### config.mk
export PLATFORM = sky130hd
export DESIGN_NAME = port_pin_function_control
export DESIGN_NICKNAME = d
export VERILOG_FILES = /design/src/include/port_pin_pkg.sv /design/src/verilog/port_pin_function_control.sv
export VERILOG_INCLUDE_DIRS = /design/src /design/src/include
export SDC_FILE = /design/constraint.sdc
export NUM_CORES = 1
export LEC_CHECK = 0
export ABC_AREA = 1
export BUFFER_PORTS_ARGS = -buffer_cell sky130_fd_sc_hd__clkbuf_2
export CELL_PAD_IN_SITES_DETAIL_PLACEMENT = 1
export CELL_PAD_IN_SITES_GLOBAL_PLACEMENT = 1
export CORE_ASPECT_RATIO = 1.5
export CORE_MARGIN = 2
export CORE_UTILIZATION = 36
export DETAILED_ROUTE_END_ITERATION = 6
export PLACE_DENSITY = 0.8
export SLEW_MARGIN = 10
export SYNTH_ARGS = -nofsm -noshare
export SYNTH_HDL_FRONTEND = slang
export SYNTH_SLANG_ARGS = --single-unit
### constraint.sdc
create_clock -name i_clk_sys -period 1.83 [get_ports i_clk_sys]
set_clock_uncertainty 0.1 [all_clocks]
set_input_delay 0.183 -clock i_clk_sys [delete_from_list [all_inputs] [get_ports i_clk_sys]]
set_output_delay 0.183 -clock i_clk_sys [all_outputs]
set_load 0.01 [all_outputs]
### src/include/port_pin_defs.svh
// register offsets, field positions, reset values and timing counts
`ifndef PORT_PIN_DEFS_SVH
`define PORT_PIN_DEFS_SVH

// register indices; byte address is four times the index
`define PPF_IDX_PIN33_CTRL 8'h17
`define PPF_IDX_PIN41_CTRL 8'h19
`define PPF_IDX_PIN42_CTRL 8'h1A
`define PPF_IDX_PIN43_CTRL 8'h1B
`define PPF_IDX_PULL_POL 8'h20
`define PPF_IDX_STATUS 8'h21

// control field positions
`define PPF_BIT_IRQ_EN 3
`define PPF_BIT_FUNC_SEL 2
`define PPF_BIT_DIR 1
`define PPF_BIT_DRIVE 0

// reset values
`define PPF_CTRL_RST 4'h0
`define PPF_PULL_POL_RST 1'b0

// pin slots in the vectors
`define PPF_SLOT_P33 0
`define PPF_SLOT_P41 1
`define PPF_SLOT_P42 2
`define PPF_SLOT_P43 3

// level-change sampling rate
`define PPF_CLK_HZ 20000000
`define PPF_SAMPLE_HZ 64
`define PPF_SAMPLE_DIV (`PPF_CLK_HZ / `PPF_SAMPLE_HZ)

`endif

### src/include/port_pin_pkg.sv
// types shared by the pin function control block
package port_pin_pkg;

  typedef struct packed {
    logic irq_en;
    logic func_sel;
    logic dir;
    logic drive_mode;
  } pin_ctrl_s;

  typedef struct packed {
    logic out;
    logic oe;
    logic pull_up;
    logic pull_down;
  } pad_drive_s;

  typedef logic [7:0] reg_index_t;

endpackage

### src/verilog/port_pin_function_control.sv
// pin function, direction, drive and level-change interrupt control
// How it works
// enabled input-mode pin raises external irq zero on a level change seen at a sampling tick
// disabled pin never raises the irq; reset clears all enables
// pin33_control at 17H: enable b3, serial input b2, dir b1, drive b0
// serial input select forces pin 3.3 to input mode
// pin41_control at 19H: enable b3, data ready b2, dir b1, drive b0
// data ready select drives ready signal, forces pin 4.1 to output
// pin42_control: enable b3, serial clock b2, dir b1, drive b0
// serial clock select; direction follows external clock choice bit
// pin43_control at 1BH: enable b3, osc watch b2, dir b1, drive b0
// osc watch select outputs rc clock, forces pin 4.3 to output
// function select zero means plain port; that is the reset value
// direction zero is input, one is output; input after reset
// input mode: drive bit zero biased by resistor, one floating
// output mode: drive bit zero push-pull, one open drain
// software writes whole values only; pin control registers read back as zero
// irq request is the OR of all enabled pin change detections
// change detection always samples at the 64 Hz tick
// irq set within one sampling period of an enabled change
// shared pull polarity: zero pull-up, one pull-down
// pad enable follows dir unless function select forces it
`timescale 1ns/10ps
`include "port_pin_defs.svh"
`default_nettype none

module port_pin_function_control
#(
  parameter int SAMPLE_DIV = `PPF_SAMPLE_DIV
)
(
  // clock and reset
  input wire logic i_clk_sys,
  input wire logic i_rstn,
  // ahb-lite slave
  input wire logic i_hsel,
  input wire logic [31:0] i_haddr,
  input wire logic [1:0] i_htrans,
  input wire logic i_hwrite,
  input wire logic [2:0] i_hsize,
  input wire logic [31:0] i_hwdata,
  input wire logic i_hready,
  output logic [31:0] o_hrdata,
  output logic o_hreadyout,
  output logic o_hresp,
  // pads
  input wire logic [3:0] i_pad_in,
  output logic [3:0] o_pad_out,
  output logic [3:0] o_pad_oe,
  output logic [3:0] o_pull_up_en,
  output logic [3:0] o_pull_down_en,
  // port data path
  input wire logic [3:0] i_port_data,
  output logic [3:0] o_port_level,
  // serial port and oscillator monitor
  input wire logic i_external_clock_choice,
  input wire logic i_serial_data_ready,
  input wire logic i_serial_clock_out,
  input wire logic i_rc_osc_clk,
  output logic o_serial_data_in,
  output logic o_serial_clock_in,
  // interrupt request
  output logic o_external_irq_zero
);
  import port_pin_pkg::*;

  // ==========================================================
  // bus slave
  // ==========================================================
  localparam logic [18:0] TICK_LAST = 19'(SAMPLE_DIV - 1);

  pin_ctrl_s ctrl_r [4];
  logic pull_polarity_r;
  logic wr_pend_r;
  reg_index_t wr_idx_r;
  logic [31:0] hrdata_r;
  logic [31:0] hrdata_nxt;

  wire logic addr_take = i_hsel & i_htrans[1] & i_hready;
  wire reg_index_t addr_idx = i_haddr[9:2];
  wire logic [3:0] slot_hit;
  assign slot_hit[`PPF_SLOT_P33] = (wr_idx_r == `PPF_IDX_PIN33_CTRL);
  assign slot_hit[`PPF_SLOT_P41] = (wr_idx_r == `PPF_IDX_PIN41_CTRL);
  assign slot_hit[`PPF_SLOT_P42] = (wr_idx_r == `PPF_IDX_PIN42_CTRL);
  assign slot_hit[`PPF_SLOT_P43] = (wr_idx_r == `PPF_IDX_PIN43_CTRL);
  wire logic pol_hit = wr_pend_r & (wr_idx_r == `PPF_IDX_PULL_POL);

  logic [3:0] level_s;
  logic [3:0] sample_r;
  logic [3:0] irq_arm;

  // control registers are write-only and read back as zero
  always_comb
  begin
    hrdata_nxt = 32'h0000_0000;
    if (addr_idx == `PPF_IDX_PULL_POL)
      hrdata_nxt = {31'h0000_0000, pull_polarity_r};
    else if (addr_idx == `PPF_IDX_STATUS)
      hrdata_nxt = {24'h00_0000, irq_arm, level_s};
  end

  always_ff @(posedge i_clk_sys or negedge i_rstn)
  begin
    if (!i_rstn)
    begin
      wr_pend_r <= 1'b0;
      wr_idx_r <= 8'h00;
      hrdata_r <= 32'h0000_0000;
    end
    else
    begin
      wr_pend_r <= addr_take & i_hwrite;
      if (addr_take)
        wr_idx_r <= addr_idx;
      if (addr_take & ~i_hwrite)
        hrdata_r <= hrdata_nxt;
    end
  end

  // reset leaves every pin a plain input with no irq
  genvar g;
  generate
    for (g = 0; g < 4; g++)
    begin : g_ctrl
      always_ff @(posedge i_clk_sys or negedge i_rstn)
      begin
        if (!i_rstn)
          ctrl_r[g] <= `PPF_CTRL_RST;
        else if (wr_pend_r & slot_hit[g])
          ctrl_r[g] <= i_hwdata[3:0];
      end
    end
  endgenerate

  always_ff @(posedge i_clk_sys or negedge i_rstn)
  begin
    if (!i_rstn)
      pull_polarity_r <= `PPF_PULL_POL_RST;
    else if (pol_hit)
      pull_polarity_r <= i_hwdata[0];
  end

  assign o_hrdata = hrdata_r;
  assign o_hreadyout = 1'b1;
  assign o_hresp = 1'b0;

  // ==========================================================
  // pad input synchronisers
  // ==========================================================
  logic [3:0] pad_meta_r;
  logic [3:0] pad_sync_r;
  logic osc_meta_r;
  logic osc_sync_r;

  always_ff @(posedge i_clk_sys or negedge i_rstn)
  begin
    if (!i_rstn)
    begin
      pad_meta_r <= 4'h0;
      pad_sync_r <= 4'h0;
      osc_meta_r <= 1'b0;
      osc_sync_r <= 1'b0;
    end
    else
    begin
      pad_meta_r <= i_pad_in;
      pad_sync_r <= pad_meta_r;
      osc_meta_r <= i_rc_osc_clk;
      osc_sync_r <= osc_meta_r;
    end
  end
  assign level_s = pad_sync_r;

  // ==========================================================
  // pad direction, drive and bias
  // ==========================================================
  logic [3:0] forced_dir;
  logic [3:0] func_data;
  logic [3:0] dir_eff;
  logic [3:0] data_eff;
  pad_drive_s pad_nxt [4];

  // function overrides of direction and data
  assign forced_dir[`PPF_SLOT_P33] = 1'b0;
  assign forced_dir[`PPF_SLOT_P41] = 1'b1;
  assign forced_dir[`PPF_SLOT_P42] = ~i_external_clock_choice;
  assign forced_dir[`PPF_SLOT_P43] = 1'b1;
  assign func_data[`PPF_SLOT_P33] = i_port_data[`PPF_SLOT_P33];
  assign func_data[`PPF_SLOT_P41] = i_serial_data_ready;
  assign func_data[`PPF_SLOT_P42] = i_serial_clock_out;
  assign func_data[`PPF_SLOT_P43] = osc_sync_r;

  generate
    for (g = 0; g < 4; g++)
    begin : g_pad
      // the selected function wins over the direction bit
      assign dir_eff[g] = ctrl_r[g].func_sel ? forced_dir[g]
                                             : ctrl_r[g].dir;
      assign data_eff[g] = ctrl_r[g].func_sel ? func_data[g]
                                              : i_port_data[g];
      // open drain only sinks: enable follows a low data bit
      assign pad_nxt[g].out = ctrl_r[g].drive_mode ? 1'b0 : data_eff[g];
      assign pad_nxt[g].oe = dir_eff[g]
                             & (~ctrl_r[g].drive_mode | ~data_eff[g]);
      // resistor bias only in input mode with drive bit zero
      assign pad_nxt[g].pull_up = ~dir_eff[g] & ~ctrl_r[g].drive_mode
                                  & ~pull_polarity_r;
      assign pad_nxt[g].pull_down = ~dir_eff[g] & ~ctrl_r[g].drive_mode
                                    & pull_polarity_r;
      assign irq_arm[g] = ctrl_r[g].irq_en & ~dir_eff[g];

      always_ff @(posedge i_clk_sys or negedge i_rstn)
      begin
        if (!i_rstn)
        begin
          o_pad_out[g] <= 1'b0;
          o_pad_oe[g] <= 1'b0;
          o_pull_up_en[g] <= 1'b0;
          o_pull_down_en[g] <= 1'b0;
        end
        else
        begin
          o_pad_out[g] <= pad_nxt[g].out;
          o_pad_oe[g] <= pad_nxt[g].oe;
          o_pull_up_en[g] <= pad_nxt[g].pull_up;
          o_pull_down_en[g] <= pad_nxt[g].pull_down;
        end
      end
    end
  endgenerate

  always_ff @(posedge i_clk_sys or negedge i_rstn)
  begin
    if (!i_rstn)
    begin
      o_port_level <= 4'h0;
      o_serial_data_in <= 1'b0;
      o_serial_clock_in <= 1'b0;
    end
    else
    begin
      o_port_level <= level_s;
      o_serial_data_in <= ctrl_r[`PPF_SLOT_P33].func_sel
                          & level_s[`PPF_SLOT_P33];
      o_serial_clock_in <= ctrl_r[`PPF_SLOT_P42].func_sel
                           & i_external_clock_choice
                           & level_s[`PPF_SLOT_P42];
    end
  end

  // ==========================================================
  // 64 Hz sampling and change detection
  // ==========================================================
  logic [18:0] tick_cnt_r;
  logic tick_r;
  wire logic tick_wrap = (tick_cnt_r == TICK_LAST);
  // a pin level that moves and returns within one tick is missed;
  // that is the price of the fixed low sampling rate
  wire logic [3:0] change_hit = irq_arm & (level_s ^ sample_r);

  always_ff @(posedge i_clk_sys or negedge i_rstn)
  begin
    if (!i_rstn)
    begin
      tick_cnt_r <= 19'h0_0000;
      tick_r <= 1'b0;
    end
    else
    begin
      tick_cnt_r <= tick_wrap ? 19'h0_0000 : tick_cnt_r + 19'h0_0001;
      tick_r <= tick_wrap;
    end
  end

  always_ff @(posedge i_clk_sys or negedge i_rstn)
  begin
    if (!i_rstn)
    begin
      sample_r <= 4'h0;
      o_external_irq_zero <= 1'b0;
    end
    else
    begin
      if (tick_r)
        sample_r <= level_s;
      o_external_irq_zero <= tick_r & (|change_hit);
    end
  end
endmodule // port_pin_function_control

`default_nettype wire

==> metrics.md, run 1 <==
| Metric | Value |
|---|---|
| Status | finished, final reports clean |
| WL final | 9.31 mm |
| DIE AREA | 12000 sq um |
| Routed WL per cell | 13.9 microns |
| Final Util | 44.4% |
| Fin crit share | 85.7% |
| CTS clk-pin slew, worst paths | 0.06 ns |
| Drt initial violations | 74 |
| Largest net degree at the start of global routing | 38 |
| Post-Syn Instances | 432 |
| Commonest cells in the netlist | 91 x dfrtp_1, 89 x nand2_1, 61 x nor2_1 |
| Hold WC Path Type | input pin to register |
| Worst-margin pin slew | 0.526 ns |
| Max-slew violation count | 0 |
| Fraction of layout cells with a size suffix above 1 | 20.3% |
| Pwr dens | 900 nW/um^2 |
| Post-DRT Antenna Nets | 0 |
| Sequential cell area fraction in the yosys report | 57.1% |
| Main synth FF type | dfrtp_1 |
| RSZ-0062 raised after global routing | false |
| Crit Path Class | register to register |
| Area leader, netlist | dfrtp_1 |
| Post-route setup TNS | 0 ns |
| I/O pin total | 143 |
| Worst Path Max Fanout | 6 |
| Die width | 90.0 microns |
| Worst rel slew slack | 64.6% |
| Synth warn | 0 |
| Cell at the root of the clock tree | clkbuf_16 |
| Die height | 133 microns |
| CP Launch Type | register |
| Worst skew pair latency | 0.34 ns |
| CTS tree | done |
| Count leader, synth | dfrtp_1 |
| DR pass1 iterations | 4 |
| # DRC | 0 |
| Final Power | 4.37 mW |
| Max VDD drop | 0.404 mV |
| Yosys top cell area share | 57.1% |
| Synth unique cells | 30 |
| Wire length of the first global-routing pass | 15.7 mm |
| Top cells by area, synth | dfrtp_1 57%, nand2_1 8.4%, nor2_1 5.7% |
| Area grow syn2layout | 21.7% |
| H-tree depth | 3 |
| Placeable Area | 10900 sq um |
| Pre-CTS setup slack | 0.310 ns |
| Total of max-cap violations | 0 |
| Setup Buffers After CTS | 0 |
| Clock buffer depth | 2 |
| RePlAce Congestion | 0.816 |
| DP HPWL | 7.13 mm |
| Drt via density | 4.57 |
| Via count | 3060 |
| Synthesized flop and latch total | 91 |
| EDFF count, synth | 0 |
| Post-synth ARST share | 100% |
| # diodes | 0 |
| Final setup viols | 0 |
| Min cycle time layout | 1.57 ns |
| Initial antenna violation count | 0 |
| Cell Area, Synth | 3990 sq um |
| # nets final | 604 |
| Initial Utilization | 36.5% |
| Gr usage total | 16.6% |
| Maximum clock frequency | 637 MHz |
| IO Port Bufs | 60 |
| Placed cell count | 641 |
| Number of global-route vias before repair | 3348 |
| Final Hold Viols | 0 |
| Total gr overflow | 0 |
| Row cnt | 47 |
| Number of CTS-inserted buffers | 9 |
| P_leak | 2.59 nW |
| Non-Filler Instances | 669 |
| Setup ws final | 0.261 ns |
| Worst path arrival time | 1.70 ns |
| CP required | 1.96 ns |
| Worst setup EP type | register |
| CTS sink cnt | 91 |
| Synth Area per Inst | 9.24 sq um |
==> worst max-delay path, cell delays in order, from the launching register on <==
cell     delay, ns
dfrtp_1       0.36
ha_1          0.20
nand2_1       0.13
nor2_4        0.19
nand2_2       0.15
nor2_4        0.14
nand2_1       0.07
nand2_1       0.08
nor2_1        0.04
==> timing repair <==
| action | 4_1_cts | 5_1_grt |
|---|---|---|
| endpoints found under the hold margin | 45 | 0 |
| hold buffers | 12 | 0 |
| gates resized for setup | 0 | 0 |
==> per-stage QoR <==
stage               hold slack [ns]  cell area [sq um]
floorplan                    -0.213               4080
global placement             0.0673               4420
detailed placement           0.0681               4420
CTS                        0.000604               4860
global route                0.00386               4860
finish                      0.00744               4860
==> state kept, by name, indices dropped and copies added, names as in the netlist <==
signal and cells:
o_pull_down_en 4, o_port_level 4, o_pull_up_en 4, pad_meta_r 4, o_external_irq_zero 1, level_s 4, o_pad_oe 4, wr_pend_r 1
osc_meta_r 1, tick_r 1, o_serial_clock_in 1, o_serial_data_in 1, tick_cnt_r 19, o_pad_out 4, sample_r 4, ctrl_r 16
o_hrdata 8, osc_sync_r 1, pull_polarity_r 1, wr_idx_r 8
==> routing by layer <==
metal / share of wire (%) / vias up / track usage [%] / wire length (microns)
met5: 0 / - / 0 / 0
met4: 2.4 / 0 / 7.61 / 222
met3: 2.9 / 17 / 3.13 / 274
met2: 59 / 61 / 33.3 / 5490
met1: 36 / 1518 / 16.1 / 3320
li1: - / 1464 / - / -
==> worst paths after layout <==
path / start / to / slack, ns / cells past startpoint
worst max-delay path: tick_cnt_r[0] / tick_cnt_r[14] / 0.26 / 8
worst min-delay path: i_haddr[5] / wr_idx_r[3] / 0.007 / 2
min in group asynchronous: i_rstn / pull_polarity_r / 0.24 / 2
max in group asynchronous: i_rstn / o_port_level[3] / 0.83 / 3
worst min register to register: osc_meta_r / osc_sync_r / 0.25 / 0
worst max register to register: tick_cnt_r[0] / tick_cnt_r[14] / 0.26 / 8
==> cell usage in the layout, fill, tap and decap left out, drive strengths merged <==
cell,synthesis,routed
xnor2,2,2
dlygate4sd3,0,12
nand4,6,6
a21boi,1,1
bufinv,0,2
and2,1,1
nor2,70,70
nor3,5,5
mux2i,2,2
ha,1,1
o21ai,31,31
nand2,91,91
clkbuf,1,70
mux2,2,2
nand3b,2,2
or2,5,5
clkinv,0,2
a31oi,1,1
nand3,24,24
buf,26,6
dfrtp,91,91
a21oi,6,6
xor2,10,10
inv,52,53
conb,2,26
==> kinds of logic after synthesis <==
logic type | after synthesis | share of synthesized area, %
and+or+nand+nor | 204 | 23.9
DFF | 91 | 57.1
buffers and inverters | 79 | 9.88
AOI/OAI and AO/OA | 39 | 4.99
xor gates and xnor gates | 12 | 2.63
muxes | 4 | 1.07
other | 2 | 0.188
adders and majority gates | 1 | 0.314
==> power breakdown <==
group,internal (mW),switching [mW],leakage [nW],total [mW]
sequential,2.07,0.0526,1.11,2.12
clock,1.21,0.770,0.154,1.98
combinational,0.0964,0.175,1.32,0.272
total,3.38,0.998,2.59,4.37
==> final cells by class <==
type                       count  area (sq um)
fill                        1313          6080
multi-input combinational    286          1410
sequential                    91          2280
inverter                      52           195
timing repair buffer          77           473
clock buffer                  11           233
tap                          147           184
clock inverter                 5          86.3
Power figures use the tool's default switching activity.
==> inputs of run 2 (changes only) <==
CAP_MARGIN = 30   (was unset)
CTS_CLUSTER_DIAMETER = 30   (was unset)
RECOVER_POWER = 25   (was unset)
==> metrics.md, run 2 (synthesized netlist as in run 1, its figures left out) <==
| Metric | Value |
|---|---|
| Initial antenna violation count | 0 (unchanged) |
| Final setup viols | 0 (unchanged) |
| Total of max-cap violations | 0 (unchanged) |
| DIE AREA | 12000 sq um (unchanged) |
| Routed WL per cell | 13.9 microns (about the same) |
| RSZ-0062 raised after global routing | false |
| WL final | 9.31 mm (about the same) |
| Max-slew violation count | 0 (unchanged) |
| Post-DRT Antenna Nets | 0 (unchanged) |
| Area after DPL | 4420 sq um (unchanged) |
| CP required | 1.96 ns (about the same) |
| Cell at the root of the clock tree | clkbuf_16 |
| # DRC | 0 (unchanged) |
| RePlAce Congestion | 0.816 (unchanged) |
| Worst rel slew slack | 38.5% (-26 points) |
| Hold WS | 0.00754 ns (+0.0000993 ns) |
| Die width | 90.0 microns (unchanged) |
| Drt initial violations | 74 (unchanged) |
| # nets final | 604 (unchanged) |
| Fraction of layout cells with a size suffix above 1 | 20.1% (-0.19 points) |
| Max reg flops | 19 (unchanged) |
| Largest net degree at the start of global routing | 38 (unchanged) |
| IO Port Bufs | 60 (unchanged) |
| Row cnt | 47 (unchanged) |
| Top flop regs | tick_cnt_r (19), ctrl_r (16) |
| Die height | 133 microns (unchanged) |
| Final Hold Viols | 0 (unchanged) |
| Most common cell after layout, fill and taps aside | dfrtp_1 |
| Pwr dens | 901 nW/um^2 (about the same) |
| Min cycle time layout | 1.57 ns (unchanged) |
| Worst path arrival time | 1.70 ns (about the same) |
| Hold WC Path Type | input pin to register |
| P_leak | 2.59 nW (-0.14%) |
| Post-route setup TNS | 0 ns (unchanged) |
| CTS tree | done |
| Placeable Area | 10900 sq um (unchanged) |
| # diodes | 0 (unchanged) |
| H-tree depth | 3 (unchanged) |
| DP HPWL | 7.13 mm (unchanged) |
| Initial Utilization | 36.5% (unchanged) |
| Maximum clock frequency | 637 MHz (unchanged) |
| Max VDD drop | 0.404 mV (about the same) |
| Setup Buffers After CTS | 0 (unchanged) |
| Worst skew pair latency | 0.34 ns (about the same) |
| Fin crit share | 85.7% (unchanged) |
| Wire length of the first global-routing pass | 15.7 mm (unchanged) |
| DR pass1 iterations | 4 (unchanged) |
| Area grow syn2layout | 21.6% (about the same) |
| Crit Path Class | register to register |
| Design Area, Final | 4850 sq um (about the same) |
| Worst-margin pin slew | 0.923 ns (+0.396 ns) |
| Status | finished, final reports clean |
| CTS clk-pin slew, worst paths | 0.06 ns (about the same) |
| CTS sink cnt | 91 (unchanged) |
| Number of CTS-inserted buffers | 9 (unchanged) |
| Largest reg by FF count | tick_cnt_r |
| Clock buffer depth | 2 (unchanged) |
| Worst setup EP type | register |
| Drt via density | 4.57 (unchanged) |
| CP Launch Type | register |
| Total gr overflow | 0 (unchanged) |
| Worst Path Max Fanout | 6 (unchanged) |
| Number of global-route vias before repair | 3348 (unchanged) |
| Gr usage total | 16.6% (unchanged) |
| I/O pin total | 143 (unchanged) |
| Commonest cells after routing, fill and taps aside | 91 x dfrtp_1, 89 x nand2_1, 61 x nor2_1 |
| Via count | 3060 (unchanged) |
[run 2: cell types whose count changed in the layout (fill, tap and decap cells not counted)]
cell      before  now
buf_4          5    4
clkbuf_1       2    3
[run 2: final timing paths]
check                      cells after the start  slack (ns)              end          start
setup / recovery                               8        0.26   tick_cnt_r[14]  tick_cnt_r[0]
hold / removal                                 2       0.008      wr_idx_r[3]     i_haddr[5]
setup reg to reg                               8        0.26   tick_cnt_r[14]  tick_cnt_r[0]
hold reg to reg                                0        0.25       osc_sync_r     osc_meta_r
max in group asynchronous                      3        0.51  o_port_level[3]         i_rstn
min in group asynchronous                      2        0.41  pull_polarity_r         i_rstn
[run 2: what timing repair did]
| item | CTS | global route |
|---|---|---|
| resized for setup | 0 | 0 |
| endpoints found under the hold margin | 45 | 0 |
| hold buffers | 12 | 0 |
| endpoints found under the setup margin | 0 | 0 |
[run 2: layout make-up]
cell class | instances | area (sq um)
fillers | 1313 | 6080
flip-flops and latches | 91 | 2280
multi-input cells | 286 | 1410
repair buffers | 77 | 469
clock buffers | 11 | 233
inverters | 52 | 195
well taps | 147 | 184
clock inverters | 5 | 86.3
[run 2: critical path, stage by stage (launching register included)]
cell and delay, ns:
dfrtp_1 0.36, ha_1 0.20, nand2_1 0.13, nor2_4 0.19
nand2_2 0.15, nor2_4 0.14, nand2_1 0.07, nand2_1 0.08
nor2_1 0.04
[run 2: stage by stage]
stage / setup WS [ns] / util, % / total power [mW] / cells
global route: 0.153 / 44.4 / 4.52 / 669
finish: 0.261 / 44.4 / 4.37 / 669
CTS: 0.255 / 44.4 / 4.42 / 669
floorplan: 0.391 / - / 2.32 / 456
detailed placement: 0.310 / 40.4 / 2.42 / 641
global placement: 0.370 / 40.4 / 2.40 / 641
[run 2: power by group]
group | switching (mW) | internal [mW] | leakage [nW]
clock | 0.770 | 1.21 | 0.154
sequential | 0.0526 | 2.07 | 1.11
combinational | 0.175 | 0.0954 | 1.32
[run 2: routing by layer]
layer | up-vias | wire length, microns | global-route usage, %
li1 | 1464 | - | -
met1 | 1518 | 3320 | 16.1
met2 | 61 | 5490 | 33.3
met3 | 17 | 274 | 3.13
met4 | 0 | 222 | 7.61
met5 | - | 0 | 0
==> inputs of run 3 (changes only) <==
SETUP_SLACK_MARGIN = 0.4   (was unset)
==> metrics.md, run 3 (synthesized netlist as in run 1, its figures left out) <==
| Metric | Value |
|---|---|
| Status | finished, final reports clean |
| Commonest cells after routing, fill and taps aside | 88 x dfrtp_1, 76 x nand2_1, 55 x clkbuf_2 |
| Register-to-Register Path Depth | 6 (-2) |
| Crit Path Class | register to register |
| Most common cell after layout, fill and taps aside | dfrtp_1 |
| Worst-margin pin slew | 0.703 ns (-0.219 ns) |
| Total gr overflow | 0 (unchanged) |
| Max VDD drop | 0.413 mV (+2.2%) |
| Number of global-route vias before repair | 3391 (+1.3%) |
| H-tree depth | 3 (unchanged) |
| Hold depth | 2 (unchanged) |
| Die width | 90.0 microns (unchanged) |
| Via count | 3097 (+1.2%) |
| Fin crit share | 80.8% (-5.0 points) |
| Crit. path cell count | 6 (-2) |
| Row cnt | 47 (unchanged) |
| Drt initial violations | 89 (+20%) |
| Largest net degree at the start of global routing | 54 (+42%) |
| Worst skew pair latency | 0.34 ns (about the same) |
| Initial antenna violation count | 0 (unchanged) |
| CP peak stage delay | 0.40 ns (+0.04 ns) |
| Fraction of layout cells with a size suffix above 1 | 29.0% (+8.9 points) |
| Worst path arrival time | 1.60 ns (-0.10 ns) |
| WL final | 9.83 mm (+5.6%) |
| Worst setup EP type | register |
| # DRC | 0 (unchanged) |
| CTS sink cnt | 91 (unchanged) |
| Final Util | 46.3% (+2.0 points) |
| Hold WC Path Type | input pin to register |
| I/O pin total | 143 (unchanged) |
| Wire length of the first global-routing pass | 16.3 mm (+3.7%) |
| Area grow syn2layout | 27.0% |
| DIE AREA | 12000 sq um (unchanged) |
| Largest reg by FF count | tick_cnt_r |
| Top flop regs | tick_cnt_r (19), ctrl_r (16) |
| Final setup viols | 0 (unchanged) |
| CP Launch Type | register |
| Clock buffer depth | 2 (unchanged) |
| Post-DRT Antenna Nets | 0 (unchanged) |
| IO Port Bufs | 60 (unchanged) |
| Number of CTS-inserted buffers | 9 (unchanged) |
| Worst rel slew slack | 53.1% (+15 points) |
| CTS clk-pin slew, worst paths | 0.07 ns (about the same) |
| Post-route setup TNS | 0 ns (unchanged) |
| RSZ-0062 raised after global routing | true |
| Maximum clock frequency | 677 MHz (+6.2%) |
| Placeable Area | 10900 sq um (unchanged) |
| Cell at the root of the clock tree | clkbuf_16 |
| # diodes | 0 (unchanged) |
| Max-slew violation count | 0 (unchanged) |
| P_leak | 2.66 nW (+2.7%) |
| Worst path buffer plus inverter count | 0 (unchanged) |
| Pwr dens | 832 nW/um^2 (-7.7%) |
| Gr usage total | 17.2% (+0.56 points) |
| DP HPWL | 6.93 mm (-2.8%) |
| Max reg flops | 19 (unchanged) |
| Worst path top cell family by delay | simple AND/OR/NAND/NOR gates |
| DR pass1 iterations | 4 (unchanged) |
| Crit-path cells | nor2_2 -> nand2_2 -> nor2_4 -> nand4_4 -> nand2_2 -> o21ai_2 |
| Routed WL per cell | 14.4 microns (+3.6%) |
| Fillers | 1317 (+0.30%) |
| Die height | 133 microns (unchanged) |
| Critical path's slowest cell | dfrtp_1 |
| Worst Path Max Fanout | 8 (+2) |
| Final Hold Viols | 0 (unchanged) |
| Min cycle time layout | 1.48 ns (-0.0910 ns) |
| Drt via density | 4.54 (-0.72%) |
| RePlAce Congestion | 0.825 (+1.1%) |
| CTS tree | done |
| Total of max-cap violations | 0 (unchanged) |
| CP required | 1.96 ns (about the same) |
| Most frequent CP cell | nand2_2 |
| # nets final | 617 (+2.2%) |
| Initial Utilization | 36.5% (unchanged) |
==> run 3: cell count changes in the layout (fill, tap and decap cells not counted), sizes merged <==
| cell | previous run | this run |
|---|---|---|
| inv | 53 | 54 |
| buf | 5 | 21 |
| clkinvlp | 0 | 4 |
| bufinv | 2 | 0 |
| clkbuf | 71 | 69 |
| dlygate4sd3 | 12 | 9 |
| clkinv | 2 | 1 |
==> run 3: power by group <==
part	leakage (nW)	internal [mW]	switching, mW
combinational	1.42	0.129	0.191
sequential	1.11	2.07	0.0546
clock	0.131	0.942	0.829
total	2.66	3.14	1.07
==> run 3: through the flow <==
step	instances	area [sq um]	worst slack, ns	hold WS, ns	power, mW
after floorplan	456	4080	0.420	-0.213	2.32
after global placement	639	4400	0.268	-0.0249	2.40
after detailed placement	639	4400	0.211	-0.0213	2.42
after CTS	676	4930	0.359	0.0000537	4.25
after global routing	682	5070	0.220	0.00286	4.39
final	682	5070	0.352	0.00257	4.22
==> run 3: layout make-up <==
type | instances | area [sq um] | area share, %
Sequential cell | 91 | 2280 | 45.0
Multi-Input combinational cell | 286 | 1560 | 30.7
Timing Repair Buffer | 90 | 561 | 11.1
Clock buffer | 9 | 225 | 4.44
Inverter | 52 | 201 | 3.97
Tap cell | 147 | 184 | 3.63
Clock inverter | 7 | 60.1 | 1.18
==> run 3: what timing repair did <==
| item | CTS | global route |
|---|---|---|
| endpoints found under the hold margin | 100 | 0 |
| hold buffers | 9 | 0 |
| resized for setup | 14 | 35 |
| buffers inserted | 12 | 6 |
| setup endpoints to repair | 31 | 41 |
| pin swaps | 7 | 14 |
==> run 3: metal layers <==
metal / GRT usage [%] / vias up / part of all wire, %
met5: 0 / - / 0
met4: 6.24 / 0 / 1.3
met3: 3.13 / 7 / 2.8
met2: 33.8 / 53 / 60
met1: 18.0 / 1539 / 36
li1: - / 1498 / -
==> run 3: path summary, 6_finish.rpt <==
kind,from,to,slack [ns]
worst max-delay path,wr_idx_r[7],ctrl_r[2],0.35
worst min-delay path,i_haddr[5],wr_idx_r[3],0.003
worst max register to register,wr_idx_r[7],ctrl_r[2],0.35
worst min register to register,pad_meta_r[1],level_s[1],0.25
max in group asynchronous,i_rstn,tick_cnt_r[13],0.44
min in group asynchronous,i_rstn,pull_polarity_r,0.15
